File: config.mk
export PLATFORM = sky130hd
export DESIGN_NAME = twelve_bit_instr_decode_exec
export DESIGN_NICKNAME = d
export VERILOG_FILES = /design/src/logic/twelve_bit_pkg.sv /design/src/logic/twelve_bit_instr_decode_exec.sv
export SDC_FILE = /design/constraint.sdc
export NUM_CORES = 1
export LEC_CHECK = 0
export BUFFER_PORTS_ARGS = -buffer_cell sky130_fd_sc_hd__buf_2
export CAP_MARGIN = 10
export CORE_MARGIN = 10
export CORE_UTILIZATION = 47
export CTS_CLUSTER_SIZE = 10
export DETAILED_ROUTE_END_ITERATION = 7
export PLACE_DENSITY = 0.68
export SLEW_MARGIN = 20
export SYNTH_ARGS = -nofsm -noshare
export SYNTH_HDL_FRONTEND = slang
export SYNTH_SLANG_ARGS = --single-unit
File: constraint.sdc
create_clock -name sys_clk -period 3.34 [get_ports sys_clk]
set_clock_uncertainty 0.05 [all_clocks]
set_input_delay 0.334 -clock sys_clk [delete_from_list [all_inputs] [get_ports sys_clk]]
set_output_delay 0.334 -clock sys_clk [all_outputs]
set_load 0.01 [all_outputs]
File: src/logic/twelve_bit_pkg.sv
// shared constants, types and timing for the twelve-bit decode and execute slice
`default_nettype none
package twelve_bit_pkg;

	// ****************************************
	// timing, all derived from the 100 ns clock
	// ****************************************
	localparam int CLK_NS = 100; // sys_clk period
	localparam int MEM_CYCLE_NS = 1600; // one memory cycle
	localparam int IOT_FETCH_NS = 4250; // stretched fetch of an i/o transfer
	localparam int EVENT_NS = 1000; // spacing of i/o event times
	localparam int MEM_CYC = MEM_CYCLE_NS / CLK_NS; // exact, 16
	localparam int IOT_CYC = (IOT_FETCH_NS + CLK_NS - 1) / CLK_NS; // least time, rounds up
	localparam int EVENT_CYC = EVENT_NS / CLK_NS; // 10
	localparam int TS_LEN = MEM_CYC / 4; // one time state

	// tick positions inside a cycle
	localparam logic [5:0] TICK_LOAD = 6'(2 * TS_LEN - 1); // end of time state 2
	localparam logic [5:0] TICK_SEQ1 = 6'(2 * TS_LEN); // sequence step 1
	localparam logic [5:0] TICK_SEQ2 = 6'(2 * TS_LEN + 1);
	localparam logic [5:0] TICK_SEQ3 = 6'(2 * TS_LEN + 2);
	localparam logic [5:0] TICK_SEQ4 = 6'(2 * TS_LEN + 3);
	localparam logic [5:0] TICK_WRITE = 6'(3 * TS_LEN); // write-back start
	localparam logic [5:0] TICK_MEM_END = 6'(MEM_CYC - 1);
	localparam logic [5:0] TICK_IOT_END = 6'(IOT_CYC - 1);
	localparam logic [5:0] TICK_EV1 = 6'(2 * TS_LEN + EVENT_CYC);
	localparam logic [5:0] TICK_EV2 = 6'(2 * TS_LEN + 2 * EVENT_CYC);
	localparam logic [5:0] TICK_EV3 = 6'(2 * TS_LEN + 3 * EVENT_CYC);

	// ****************************************
	// opcodes (instruction bits 11:9)
	// ****************************************
	localparam logic [2:0] OP_INCR_SKIP_ZERO = 3'h2;
	localparam logic [2:0] OP_DEPOSIT_CLEAR_ACC = 3'h3;
	localparam logic [2:0] OP_JUMP_SUBROUTINE = 3'h4;
	localparam logic [2:0] OP_JUMP_DIRECT = 3'h5;
	localparam logic [2:0] OP_IO_TRANSFER = 3'h6;
	localparam logic [2:0] OP_OPERATE = 3'h7;

	// instruction field positions, lsb numbering
	localparam int B_INDIRECT = 8;
	localparam int B_CUR_PAGE = 7;
	localparam int B_GROUP = 8;
	localparam int B_ZERO_ACC = 7;
	localparam int B_ZERO_LINK = 6;
	localparam int B_INVERT_ACC = 5;
	localparam int B_INVERT_LINK = 4;
	localparam int B_ROT_RIGHT = 3;
	localparam int B_ROT_LEFT = 2;
	localparam int B_ROT_TWO = 1;
	localparam int B_INCR_ACC = 0;
	localparam int B_TEST_MINUS = 6;
	localparam int B_TEST_ACC_ZERO = 5;
	localparam int B_TEST_LINK_SET = 4;
	localparam int B_REVERSE = 3;

	// ****************************************
	// register map and reset values
	// ****************************************
	localparam logic [3:0] REG_CTRL = 4'h0; // bit 0 run
	localparam logic [3:0] REG_PROG_COUNTER = 4'h4;
	localparam logic [3:0] REG_ACC = 4'h8; // bit 12 link
	localparam logic [3:0] REG_STATUS = 4'hc;
	localparam logic [11:0] RST_PROG_COUNTER = 12'h000;
	localparam logic [11:0] RST_ACC = 12'h000;

	// ****************************************
	// types
	// ****************************************
	typedef enum logic [1:0] {ST_IDLE, ST_FETCH, ST_DEFER, ST_EXEC} majorState_t;

	typedef struct packed {
		logic cyc;
		logic stb;
		logic we;
		logic [3:0] adr;
		logic [3:0] sel;
		logic [31:0] dat;
	} wbReq_t;

	typedef struct packed {
		logic [11:0] addr;
		logic [11:0] wrData;
		logic rd;
		logic wr;
	} memReq_t;

endpackage
`default_nettype wire

File: src/logic/twelve_bit_instr_decode_exec.sv
// decode and execute slice of a twelve-bit accumulator processor
`default_nettype none
// Contract
// - increment-skip adds one, writes back, keeps accumulator
// - incremented word zero skips next instruction
// - deposit writes accumulator, then clears it
// - subroutine call stores return, jumps past it
// - jump loads effective address into counter
// - memory instructions: 3.2 direct, 4.8 indirect
// - jump: 1.6 direct, 3.2 indirect
// - opcodes 6, 7 execute in fetch only
// - i/o transfer sets pause, stretches fetch
// - three gated pulses one microsecond apart
// - bit 8 selects operate group
// - empty operate spends one plain cycle
// - step 1 clears link and/or accumulator
// - step 2 inverts accumulator and/or link
// - step 3 increments the accumulator
// - invert then increment gives negation
// - step 4 rotates link-accumulator left once
// - step 4 rotates link-accumulator right once
// - two-bit rotates equal two single rotates
// - bit 3 chooses any-true or none-true skip
// - bits 6,5,4 choose minus, zero, link tests
// - page bit and indirect bit form address
module twelve_bit_instr_decode_exec (
	input wire logic sys_clk,
	input wire logic rst_n,
	input wire twelve_bit_pkg::wbReq_t wbReq,
	output logic wbAck,
	output logic [31:0] wbDatOut,
	output twelve_bit_pkg::memReq_t memReq,
	input wire logic [11:0] memRdData,
	output logic [2:0] ioPulse,
	output logic [5:0] ioDevice,
	output logic pauseFlag
);

	// ****************************************
	// functions
	// ****************************************

	// one rotate step of the 13-bit link-plus-accumulator
	function automatic logic [12:0] rotateOne(input logic [12:0] v, input logic left);
		if (left)
			rotateOne = {v[11:0], v[12]};
		else
			rotateOne = {v[0], v[12:1]};
	endfunction

	// byte-lane merge for 13-bit software registers
	function automatic logic [12:0] mergeLanes(input logic [12:0] old,
		input logic [31:0] dat, input logic [3:0] sel);
		mergeLanes = old;
		if (sel[0])
			mergeLanes[7:0] = dat[7:0];
		if (sel[1])
			mergeLanes[12:8] = dat[12:8];
	endfunction

	// ****************************************
	// state
	// ****************************************
	twelve_bit_pkg::majorState_t stateQ; // major state
	logic [5:0] tickQ; // clock count within the current cycle
	logic [11:0] instrRegQ; // instruction register
	logic [11:0] memBufQ; // memory buffer
	logic [11:0] progCounterQ; // program counter
	logic [11:0] accQ; // accumulator
	logic linkQ; // link bit
	logic [11:0] effAddrQ; // effective address
	logic pauseQ; // stretched-fetch flag
	logic runQ; // software run request
	logic ackQ; // bus acknowledge
	logic [31:0] datOutQ; // bus read data
	twelve_bit_pkg::memReq_t memReqQ; // memory request
	logic [2:0] ioPulseQ; // timing pulses

	// ****************************************
	// decode
	// ****************************************
	logic [2:0] opcode;
	logic isMemRef; // one of the four memory instructions kept here
	logic lastTick; // final tick of the current cycle
	logic accZero;
	logic anyCond;
	logic skipNow; // group 2 skip decision
	logic rotLeft;
	logic rotRight;
	logic [12:0] rotOnce;
	logic [12:0] rotated;
	logic busHit;
	logic busWrite;
	logic halted;

	assign opcode = instrRegQ[11:9];
	assign isMemRef = (opcode >= twelve_bit_pkg::OP_INCR_SKIP_ZERO)
		&& (opcode <= twelve_bit_pkg::OP_JUMP_DIRECT);
	// stretched fetch only while the pause flag is up
	assign lastTick = (stateQ == twelve_bit_pkg::ST_FETCH && pauseQ)
		? (tickQ == twelve_bit_pkg::TICK_IOT_END)
		: (tickQ == twelve_bit_pkg::TICK_MEM_END);
	assign accZero = (accQ == 12'h000);
	// inclusive or of the selected tests
	assign anyCond = (instrRegQ[twelve_bit_pkg::B_TEST_MINUS] & accQ[11])
		| (instrRegQ[twelve_bit_pkg::B_TEST_ACC_ZERO] & accZero)
		| (instrRegQ[twelve_bit_pkg::B_TEST_LINK_SET] & linkQ);
	// reverse sense: skip only when no selected test holds
	assign skipNow = instrRegQ[twelve_bit_pkg::B_REVERSE] ? !anyCond : anyCond;
	assign rotLeft = instrRegQ[twelve_bit_pkg::B_ROT_LEFT];
	assign rotRight = instrRegQ[twelve_bit_pkg::B_ROT_RIGHT];
	assign rotOnce = rotateOne({linkQ, accQ}, rotLeft);
	// a double rotate is just the single step applied twice
	assign rotated = instrRegQ[twelve_bit_pkg::B_ROT_TWO]
		? rotateOne(rotOnce, rotLeft) : rotOnce;
	assign busHit = wbReq.cyc && wbReq.stb && !ackQ;
	assign busWrite = busHit && wbReq.we;
	assign halted = (stateQ == twelve_bit_pkg::ST_IDLE);

	// ****************************************
	// cycle timing
	// ****************************************

	// tick counter, restarts at every major-state boundary
	always_ff @(posedge sys_clk or negedge rst_n)
	begin
		if (!rst_n)
			tickQ <= 6'h00;
		else if (halted || lastTick)
			tickQ <= 6'h00;
		else
			tickQ <= tickQ + 6'h01;
	end

	// major state sequencing, decided at the end of each cycle
	always_ff @(posedge sys_clk or negedge rst_n)
	begin
		if (!rst_n)
			stateQ <= twelve_bit_pkg::ST_IDLE;
		else if (halted)
		begin
			if (runQ)
				stateQ <= twelve_bit_pkg::ST_FETCH;
		end
		else if (lastTick)
		begin
			case (stateQ)
				twelve_bit_pkg::ST_FETCH:
				begin
					// operate and i/o never leave fetch
					if (isMemRef && instrRegQ[twelve_bit_pkg::B_INDIRECT])
						stateQ <= twelve_bit_pkg::ST_DEFER;
					else if (isMemRef && opcode != twelve_bit_pkg::OP_JUMP_DIRECT)
						stateQ <= twelve_bit_pkg::ST_EXEC;
					else if (!runQ)
						stateQ <= twelve_bit_pkg::ST_IDLE;
					else
						stateQ <= twelve_bit_pkg::ST_FETCH;
				end
				twelve_bit_pkg::ST_DEFER:
				begin
					// the indirect jump is done after its one extra cycle
					if (opcode != twelve_bit_pkg::OP_JUMP_DIRECT)
						stateQ <= twelve_bit_pkg::ST_EXEC;
					else if (!runQ)
						stateQ <= twelve_bit_pkg::ST_IDLE;
					else
						stateQ <= twelve_bit_pkg::ST_FETCH;
				end
				twelve_bit_pkg::ST_EXEC:
					stateQ <= runQ ? twelve_bit_pkg::ST_FETCH : twelve_bit_pkg::ST_IDLE;
				default:
					stateQ <= twelve_bit_pkg::ST_IDLE;
			endcase
		end
	end

	// ****************************************
	// memory port
	// ****************************************

	// read at tick 0 of every cycle, write-back in the execute cycle
	always_ff @(posedge sys_clk or negedge rst_n)
	begin
		if (!rst_n)
			memReqQ <= '0;
		else
		begin
			memReqQ.rd <= 1'b0;
			memReqQ.wr <= 1'b0;
			if (!halted && tickQ == 6'h00)
			begin
				memReqQ.rd <= 1'b1;
				// fetch reads at the counter, the others at the address
				memReqQ.addr <= (stateQ == twelve_bit_pkg::ST_FETCH)
					? progCounterQ : effAddrQ;
			end
			else if (stateQ == twelve_bit_pkg::ST_EXEC
				&& tickQ == twelve_bit_pkg::TICK_WRITE)
			begin
				// the three execute-cycle instructions all store a word
				memReqQ.wr <= 1'b1;
				memReqQ.wrData <= memBufQ;
			end
		end
	end

	// ****************************************
	// instruction, buffer and address
	// ****************************************

	// instruction register, loaded only in fetch
	always_ff @(posedge sys_clk or negedge rst_n)
	begin
		if (!rst_n)
			instrRegQ <= 12'h000;
		else if (stateQ == twelve_bit_pkg::ST_FETCH && tickQ == twelve_bit_pkg::TICK_LOAD)
			instrRegQ <= memRdData;
	end

	// memory buffer: read data, then the word to write back
	always_ff @(posedge sys_clk or negedge rst_n)
	begin
		if (!rst_n)
			memBufQ <= 12'h000;
		else if (!halted && tickQ == twelve_bit_pkg::TICK_LOAD)
			memBufQ <= memRdData;
		else if (stateQ == twelve_bit_pkg::ST_EXEC && tickQ == twelve_bit_pkg::TICK_SEQ1)
		begin
			case (opcode)
				twelve_bit_pkg::OP_INCR_SKIP_ZERO:
					memBufQ <= memBufQ + 12'h001;
				twelve_bit_pkg::OP_DEPOSIT_CLEAR_ACC:
					memBufQ <= accQ;
				twelve_bit_pkg::OP_JUMP_SUBROUTINE:
					memBufQ <= progCounterQ;
				default:
					memBufQ <= memBufQ;
			endcase
		end
	end

	// effective address: page plus offset, then pointer on defer
	always_ff @(posedge sys_clk or negedge rst_n)
	begin
		if (!rst_n)
			effAddrQ <= 12'h000;
		else if (stateQ == twelve_bit_pkg::ST_FETCH && tickQ == twelve_bit_pkg::TICK_SEQ1)
		begin
			// page comes from where the instruction itself was read
			if (instrRegQ[twelve_bit_pkg::B_CUR_PAGE])
				effAddrQ <= {memReqQ.addr[11:7], instrRegQ[6:0]};
			else
				effAddrQ <= {5'h00, instrRegQ[6:0]};
		end
		else if (stateQ == twelve_bit_pkg::ST_DEFER && tickQ == twelve_bit_pkg::TICK_LOAD)
			effAddrQ <= memRdData;
	end

	// ****************************************
	// program counter
	// ****************************************

	// software may load it only while halted
	always_ff @(posedge sys_clk or negedge rst_n)
	begin
		if (!rst_n)
			progCounterQ <= twelve_bit_pkg::RST_PROG_COUNTER;
		else if (halted)
		begin
			if (busWrite && wbReq.adr == twelve_bit_pkg::REG_PROG_COUNTER)
				progCounterQ <= 12'(mergeLanes({1'b0, progCounterQ}, wbReq.dat, wbReq.sel));
		end
		else if (stateQ == twelve_bit_pkg::ST_FETCH && tickQ == twelve_bit_pkg::TICK_SEQ1)
		begin
			// step past the instruction, and past the next on a skip
			if (opcode == twelve_bit_pkg::OP_OPERATE
				&& instrRegQ[twelve_bit_pkg::B_GROUP] && skipNow)
				progCounterQ <= progCounterQ + 12'h002;
			else
				progCounterQ <= progCounterQ + 12'h001;
		end
		else if (lastTick && stateQ != twelve_bit_pkg::ST_EXEC
			&& opcode == twelve_bit_pkg::OP_JUMP_DIRECT
			&& (stateQ == twelve_bit_pkg::ST_DEFER || !instrRegQ[twelve_bit_pkg::B_INDIRECT]))
			progCounterQ <= effAddrQ;
		else if (stateQ == twelve_bit_pkg::ST_EXEC && tickQ == twelve_bit_pkg::TICK_SEQ1
			&& opcode == twelve_bit_pkg::OP_JUMP_SUBROUTINE)
			progCounterQ <= effAddrQ + 12'h001;
		else if (stateQ == twelve_bit_pkg::ST_EXEC && tickQ == twelve_bit_pkg::TICK_WRITE
			&& opcode == twelve_bit_pkg::OP_INCR_SKIP_ZERO && memBufQ == 12'h000)
			progCounterQ <= progCounterQ + 12'h001;
	end

	// ****************************************
	// accumulator and link
	// ****************************************

	// group 1 steps run one per tick in fixed order
	always_ff @(posedge sys_clk or negedge rst_n)
	begin
		if (!rst_n)
		begin
			accQ <= twelve_bit_pkg::RST_ACC;
			linkQ <= 1'b0;
		end
		else if (halted)
		begin
			if (busWrite && wbReq.adr == twelve_bit_pkg::REG_ACC)
				{linkQ, accQ} <= mergeLanes({linkQ, accQ}, wbReq.dat, wbReq.sel);
		end
		else if (stateQ == twelve_bit_pkg::ST_EXEC)
		begin
			// buffer took the old value on this same edge
			if (tickQ == twelve_bit_pkg::TICK_SEQ1
				&& opcode == twelve_bit_pkg::OP_DEPOSIT_CLEAR_ACC)
				accQ <= 12'h000;
		end
		else if (stateQ == twelve_bit_pkg::ST_FETCH && opcode == twelve_bit_pkg::OP_OPERATE
			&& !instrRegQ[twelve_bit_pkg::B_GROUP])
		begin
			// an all-zero group 1 word falls through every step
			case (tickQ)
				twelve_bit_pkg::TICK_SEQ1:
				begin
					if (instrRegQ[twelve_bit_pkg::B_ZERO_ACC])
						accQ <= 12'h000;
					if (instrRegQ[twelve_bit_pkg::B_ZERO_LINK])
						linkQ <= 1'b0;
				end
				twelve_bit_pkg::TICK_SEQ2:
				begin
					if (instrRegQ[twelve_bit_pkg::B_INVERT_ACC])
						accQ <= ~accQ;
					if (instrRegQ[twelve_bit_pkg::B_INVERT_LINK])
						linkQ <= ~linkQ;
				end
				twelve_bit_pkg::TICK_SEQ3:
				begin
					if (instrRegQ[twelve_bit_pkg::B_INCR_ACC])
						accQ <= accQ + 12'h001;
				end
				twelve_bit_pkg::TICK_SEQ4:
				begin
					// both directions at once is a program error; leave data alone
					if (rotLeft != rotRight)
						{linkQ, accQ} <= rotated;
				end
				default:
					accQ <= accQ;
			endcase
		end
	end

	// ****************************************
	// i/o transfer timing
	// ****************************************

	// pause flag stretches the fetch and drops with the cycle
	always_ff @(posedge sys_clk or negedge rst_n)
	begin
		if (!rst_n)
			pauseQ <= 1'b0;
		else if (lastTick)
			pauseQ <= 1'b0;
		else if (stateQ == twelve_bit_pkg::ST_FETCH && tickQ == twelve_bit_pkg::TICK_SEQ1
			&& opcode == twelve_bit_pkg::OP_IO_TRANSFER)
			pauseQ <= 1'b1;
	end

	// one-cycle pulses at the three event times, gated by bits 0..2
	always_ff @(posedge sys_clk or negedge rst_n)
	begin
		if (!rst_n)
			ioPulseQ <= 3'h0;
		else if (stateQ == twelve_bit_pkg::ST_FETCH && pauseQ)
		begin
			ioPulseQ[0] <= (tickQ == twelve_bit_pkg::TICK_EV1) && instrRegQ[0];
			ioPulseQ[1] <= (tickQ == twelve_bit_pkg::TICK_EV2) && instrRegQ[1];
			ioPulseQ[2] <= (tickQ == twelve_bit_pkg::TICK_EV3) && instrRegQ[2];
		end
		else
			ioPulseQ <= 3'h0;
	end

	// ****************************************
	// wishbone slave
	// ****************************************

	// one wait state: ack in the cycle after the request, then low
	always_ff @(posedge sys_clk or negedge rst_n)
	begin
		if (!rst_n)
			ackQ <= 1'b0;
		else
			ackQ <= busHit;
	end

	// run control; the engine stops at the next instruction boundary
	always_ff @(posedge sys_clk or negedge rst_n)
	begin
		if (!rst_n)
			runQ <= 1'b0;
		else if (busWrite && wbReq.adr == twelve_bit_pkg::REG_CTRL && wbReq.sel[0])
			runQ <= wbReq.dat[0];
	end

	// read mux; unmapped offsets answer zero
	always_ff @(posedge sys_clk or negedge rst_n)
	begin
		if (!rst_n)
			datOutQ <= 32'h00000000;
		else if (busHit)
		begin
			case (wbReq.adr)
				twelve_bit_pkg::REG_CTRL:
					datOutQ <= {31'h00000000, runQ};
				twelve_bit_pkg::REG_PROG_COUNTER:
					datOutQ <= {20'h00000, progCounterQ};
				twelve_bit_pkg::REG_ACC:
					datOutQ <= {19'h00000, linkQ, accQ};
				twelve_bit_pkg::REG_STATUS:
					datOutQ <= {16'h0000, runQ, pauseQ, 2'(stateQ), instrRegQ};
				default:
					datOutQ <= 32'h00000000;
			endcase
		end
	end

	// ****************************************
	// outputs
	// ****************************************
	assign wbAck = ackQ;
	assign wbDatOut = datOutQ;
	assign memReq = memReqQ;
	assign ioPulse = ioPulseQ;
	// device code for the selectors outside, which do the matching
	assign ioDevice = instrRegQ[8:3];
	assign pauseFlag = pauseQ;

endmodule
`default_nettype wire

# Yosys cells after proc, flatten, opt, wreduce, memory -nomap -nowiden
# Index checks and enable logic that the tools add are counted.
[totals]
elab_cells = 193
reg_bits = 133
in_bits = 57
output_inout_bits = 69
[op_classes]
n_lt_le_gt_ge = 2
bitwise = 8
n_eq_ne = 40
n_reduce_logical = 62
mux = 56
n_addsub = 6
[ops]
columns = ["operator", "n"]
rows = [
  ["$mux 12", 22],
  ["$pmux 16 s4", 1],
  ["$add 12x1->12 const B", 4],
  ["$pmux 12 s4", 1],
  ["$mux 13", 3],
  ["$eq 6x4->1 const B", 6],
  ["$pmux 12 s3", 1],
  ["$logic_and 1x1->1", 33],
  ["$logic_not 12->1", 2],
  ["$reduce_and 9->1", 2],
  ["$mux 1", 15],
  ["$add 12x2->12 const B", 1],
  ["$eq 3x3->1 const B", 4],
  ["$eq 6x5->1 const B", 2],
  ["$eq 6x6->1 const B", 2],
  ["$mux 2", 6],
  ["$ne 3x3->1 const B", 4],
  ["$ne 4x4->1 const B", 3],
  ["$not 12->12", 1],
  ["$ne 2x2->1 const B", 5],
  ["$reduce_bool 2->1", 5],
  ["$eq 4x4->1 const B", 2],
  ["$mux 8", 1],
  ["$reduce_and 8->1", 1],
  ["32 further kinds", 47],
]

# Logic depth before layout (Yosys ltp)
[depth]
depth_word = 10
depth_mapped = 12

# Worst setup path before layout
# OpenSTA, ideal clock, no wires.
[synth_path]
path_type = "register to register"
from = "register tickQ[0]"
to = "register progCounterQ[8]"
setup_time_ps = 121
stages_incl_launch_ff = 11
t_required_ps = 3169
arrival_ps = 2356
slack_ps = 813
synth_period_minus_slack_ps = 2527
path_cell_list = "dfrtp_1 -> inv_1 -> ha_1 -> buf_2 -> nand4bb_4 -> or2_1 -> buf_6 -> or2_4 -> a41o_4 -> or3_1 -> a22o_1"
[synth_via]
elab_chain_len = 8
word_cells_on_any_way = 20
cone_classes = "eq/ne (4); mux (5); reduce/logical (11)"
[synth_lines]
columns = ["element", "line", "text"]
rows = [
  ["start: declaration", "twelve_bit_instr_decode_exec.sv:65", "logic [5:0] tickQ;"],
  ["start signal: assignment", "twelve_bit_instr_decode_exec.sv:132", "tickQ <= tickQ + 6'h01;"],
  ["$eq 6x4->1 or $eq 6x6->1 (tied branches)", "twelve_bit_instr_decode_exec.sv:102, twelve_bit_instr_decode_exec.sv:101", ""],
  ["$mux 1", "twelve_bit_instr_decode_exec.sv:101", "? (tickQ == twelve_bit_pkg::TICK_IOT_END)"],
  ["$logic_and 1x1->1", "twelve_bit_instr_decode_exec.sv:283", "else if (lastTick && stateQ != twelve_bit_pkg::ST_EXEC"],
  ["$logic_and 1x1->1", "twelve_bit_instr_decode_exec.sv:284", "&& opcode == twelve_bit_pkg::OP_JUMP_DIRECT"],
  ["$logic_and 1x1->1", "twelve_bit_instr_decode_exec.sv:285", "&& (stateQ == twelve_bit_pkg::ST_DEFER || !instrRegQ[twelve_bit_pkg::B_INDIRECT]))"],
  ["$mux 12", "twelve_bit_instr_decode_exec.sv:283", ""],
  ["$mux 12", "twelve_bit_instr_decode_exec.sv:274", "else if (stateQ == twelve_bit_pkg::ST_FETCH && tickQ == twelve_bit_pkg::TICK_SEQ1)"],
  ["$mux 12", "twelve_bit_instr_decode_exec.sv:269", "else if (halted)"],
  ["end signal: assignment", "twelve_bit_instr_decode_exec.sv:268", "progCounterQ <= twelve_bit_pkg::RST_PROG_COUNTER;"],
  ["end signal: assignment", "twelve_bit_instr_decode_exec.sv:272", "progCounterQ <= 12'(mergeLanes({1'b0, progCounterQ}, wbReq.dat, wbReq.sel));"],
  ["end signal: assignment", "twelve_bit_instr_decode_exec.sv:286", "progCounterQ <= effAddrQ;"],
  ["end: declaration", "twelve_bit_instr_decode_exec.sv:68", "logic [11:0] progCounterQ;"],
]
# Several ways; a longest one is shown, not always the timed one.
# A chain may end at the register's enable or synchronous reset.

# Worst setup path in the final report
[layout_path]
from = "register stateQ[1]"
to = "register progCounterQ[2]"
[layout_via]
elab_chain_len = 9
word_cells_on_any_way = 25
cone_classes = "eq/ne (6); mux (5); reduce/logical (14)"
[layout_lines]
columns = ["element", "line", "text"]
rows = [
  ["start: declaration", "twelve_bit_instr_decode_exec.sv:64", "twelve_bit_pkg::majorState_t stateQ;"],
  ["start signal: assignment", "twelve_bit_instr_decode_exec.sv:139", "stateQ <= twelve_bit_pkg::ST_IDLE;"],
  ["start signal: assignment", "twelve_bit_instr_decode_exec.sv:143", "stateQ <= twelve_bit_pkg::ST_FETCH;"],
  ["start signal: assignment", "twelve_bit_instr_decode_exec.sv:152", "stateQ <= twelve_bit_pkg::ST_DEFER;"],
  ["$eq 2x1->1", "twelve_bit_instr_decode_exec.sv:100, twelve_bit_instr_decode_exec.sv:274", ""],
  ["$logic_and 1x1->1", "twelve_bit_instr_decode_exec.sv:100", "assign lastTick = (stateQ == twelve_bit_pkg::ST_FETCH && pauseQ)"],
  ["$mux 1", "twelve_bit_instr_decode_exec.sv:101", ""],
  ["$logic_and 1x1->1", "twelve_bit_instr_decode_exec.sv:283", ""],
  ["$logic_and 1x1->1", "twelve_bit_instr_decode_exec.sv:284", ""],
  ["$logic_and 1x1->1", "twelve_bit_instr_decode_exec.sv:285", ""],
  ["$mux 12", "twelve_bit_instr_decode_exec.sv:283", ""],
  ["$mux 12", "twelve_bit_instr_decode_exec.sv:274", ""],
  ["$mux 12", "twelve_bit_instr_decode_exec.sv:269", ""],
]
# Several ways; a longest one is shown, not always the timed one.

==> key figures <==
Run status
  • Outcome: complete, no violations

Finish
  • Area growth, synth to finish: 15.95%
  • Most common cell after layout, fill and taps aside: dfrtp_1
  • Design Area, Final: a little over 9000 um2
  • Filler cells: about 1600
  • Most frequent cells in the layout: dfrtp_1, nand2_1, o21ai_0, buf_2, nor2_1
  • Layout cells sized above 1: a little under a quarter
  • Area of the multi-input gates: approximately 4600 um2
  • Number of diodes: 0
  • Nets: 1065
  • FF+latch area: between 2000 and 3000 um2
  • Final core occ: between 50% and 60%

Setup path
  • WS Path Type: reg2reg
  • Critical Path Source: stateQ[1]$_DFFE_PN0P_
  • Maximum fanout along the worst path: 13
  • Crit path DAT: about 3.4 ns
  • Critical Path Start Type: flip-flop
  • Reg-to-Reg Start: stateQ[1]$_DFFE_PN0P_
  • Worst Setup End Kind: flip-flop
  • WP data required: approximately 3.6 ns

Logic synthesis
  • Share of the synthesized area in the top cell type: approximately 36%
  • Synth area leader: dfrtp_1
  • Syn_area_per_cell: just under 9 um2
  • Post-synth ARST share: 100.0%
  • Top post-synthesis cells by area: dfrtp_1, o21ai_0, nand2_1
  • Gate Count Post-Synth: about 920
  • YS warnings: 0
  • Mapped Area: 8070 um2
  • Sequential-to-total area share from yosys stat: between 30% and 40%
  • Prevailing post-synth register cell: dfrtp_1
  • Yosys cell types: 72
  • Post-synth EDFFs: 0
  • Yosys reg bits: roughly 120

Pwr
  • Leakage Power: ~4.2 nW
  • Sw frac: between 40 and 50%
  • Clock network power share: 22.5%
  • Combinational Power Share: 44.8%
  • Sequential share of power: 32.7%
  • Psw: approximately 0.0038 W
  • Total power after layout: between 0.008 and 0.009 W
  • Power Density: between 900 and 1000 nW/um2
  • P_int: approximately 0.0048 W
  • Worst IR Drop VDD: roughly 0.00044 V

Floorplanning
  • Starting Density: between 40% and 50%
  • Die Height: 151.0 um
  • Core ar.: 16700 um2
  • Die area: around 23000 um2
  • Num ports: 126
  • Die X: approximately 150 um
  • Row Count: 47

Route
  • First-iteration detailed-routing DRC count: 985
  • Final WL: ~28000 um
  • Post-DR wirelength/cell: approximately 23 um
  • Pre-Repair DR Iteration Count: 8
  • Detail Route Antenna Nets: 0
  • DR vias/cell: about 6.3
  • DRC: 0
  • Via Count: a little under 8000

Clock tree
  • Clk slew on worst S/H paths: around 0.060 ns
  • Max clock buf depth: 2
  • H-tree depth: 4
  • CTS tree: done
  • PostCTS Resize Cnt: 0
  • Postcts setup bufs: 0
  • CTS Hold Buffers Added: 1
  • CTS root buf: clkbuf_16
  • Skew-Pair Late Insertion Delay: ~0.43 ns
  • Num CTS Buffers: 17
  • Clk sinks: between 100 and 150

Place
  • DP Worst Slack: approximately 0.33 ns
  • I/O Buffers: 88
  • GPL Wtd Cong: around 1.0
  • Placed inst area: around 8700 um2
  • Final HPWL DP: between 20000 and 25000 um

Global routing
  • Vias in the first global route: ~7300
  • Global route overflow: 0
  • Pin count of the biggest net entering global routing: between 50 and 60
  • Global-route wire length before repair: 42680 um
  • Total track usage: 24.32%
  • Antenna violations before repair: 0

Worst hold path
  • Hold Path Class: in2reg
  • Hold_sp: memRdData[0]

STA
  • Tcrit/Tclk final: between 90 and 100%
  • Achievable frequency: roughly 0.32 GHz
  • Worst slew margin: between 40% and 50%
  • Final Hold Viols: 0
  • Fin. max-slew vios: 0
  • Tmin final: approximately 3.1 ns
  • Unrepaired setup endpoints after global routing: no
  • Finish-stage setup viols: 0
  • Final WS setup: between 0.2 and 0.25 ns
  • Worst Max-Slew Pin Slew: between 0.8 and 0.9 ns
  • Setup TNS: 0 ns

Run
  • Max Cap Viol: 0
synth_stat cells, types with 10 or more instances:
master and number:
a221oi_1 12, buf_4 22, nor3_1 13, mux2i_1 28
xnor2_1 12, a22oi_1 13, a21oi_1 52, nor2_1 62
inv_1 26, mux4_2 13, mux2_2 35, ha_1 16
clkbuf_1 60, dfrtp_1 117, buf_2 12, a22o_1 21
nand4_1 17, xor2_1 10, nand2_1 107, nand3_1 32
o21ai_0 92
through the flow:
stage               hold slack (ns)  std cells
finish                       0.1060       1224
CTS                         0.09644       1224
global route                 0.1174       1224
detailed placement           0.4042       1192
floorplan                  -0.01159        938
global placement             0.3991       1192
cells by family (layout without fill, tap and decap cells):
family          Yosys count  in the layout  share of synthesized area [%]
compound gates          260            260                          20.71
xor+xnor                 22             22                          2.388
fa+ha+maj                16             16                          2.481
buf+inv                 129            195                          7.488
flops                   117            117                          36.28
mux                      77             77                          12.12
other cells               1             16                        0.04647
simple gates            301            301                          18.48
critical path, cell delays in order, from the launching register on:
cell and delay (ns):
dfrtp_1 0.47, inv_1 0.13, ha_1 0.25, a211o_1 0.27, o22ai_1 0.43, nand2_1 0.28
a41oi_2 0.60, o21ai_0 0.18, a22oi_1 0.21, o21ai_1 0.09
metal layers:
layer | GRT usage [%] | part of all wire, %
met1 | 31.93 | 42
met2 | 36.87 | 45
met3 | 5.549 | 8.6
met4 | 12.37 | 4.9
met5 | 0 | 0
power by group through the flow:
stage | Sequential [W] | Clock (W) | Combinational [W]
3_3_place_gp | 0.00279 | 0 | 0.00374
6_report | 0.00282 | 0.00194 | 0.00387
3_5_place_dp | 0.00280 | 0 | 0.00380
2_1_floorplan | 0.00236 | 0 | 0.00284
5_1_grt | 0.00287 | 0.00201 | 0.00423
4_1_cts | 0.00278 | 0.00196 | 0.00382
sequential cells by signal, indices dropped and copies added (netlist names):
signal        cells
pauseFlag         1
tickQ             6
wbAck             1
instrRegQ        12
wbDatOut         16
effAddrQ         12
memReq           26
progCounterQ     12
memBufQ          12
accQ             12
linkQ             1
ioPulse           3
stateQ            2
runQ              1
worst paths after layout:
kind,endpoint,slack [ns],depth (start not counted)
worst min-delay path,memBufQ[0]$_DFFE_PN0P_,0.11,3
min in group asynchronous,memReq[18]$_DFFE_PN0P_,0.48,2
worst max register to register,progCounterQ[2]$_DFFE_PN0P_,0.25,9
worst max-delay path,progCounterQ[2]$_DFFE_PN0P_,0.25,9
max in group asynchronous,tickQ[5]$_DFF_PN0_,1.98,3
worst min register to register,wbDatOut[15]$_DFFE_PN0P_,0.41,2
cell type report:
type / instances / share of cell area, %
Multi-Input combinational cell: 692 / 49.28
Sequential cell: 117 / 31.29
Timing Repair Buffer: 137 / 8.825
Clock buffer: 21 / 5.027
Tap cell: 220 / 2.942
Clock inverter: 10 / 1.551
Inverter: 27 / 1.083
Note: power is estimated with default switching activity, not from simulation.
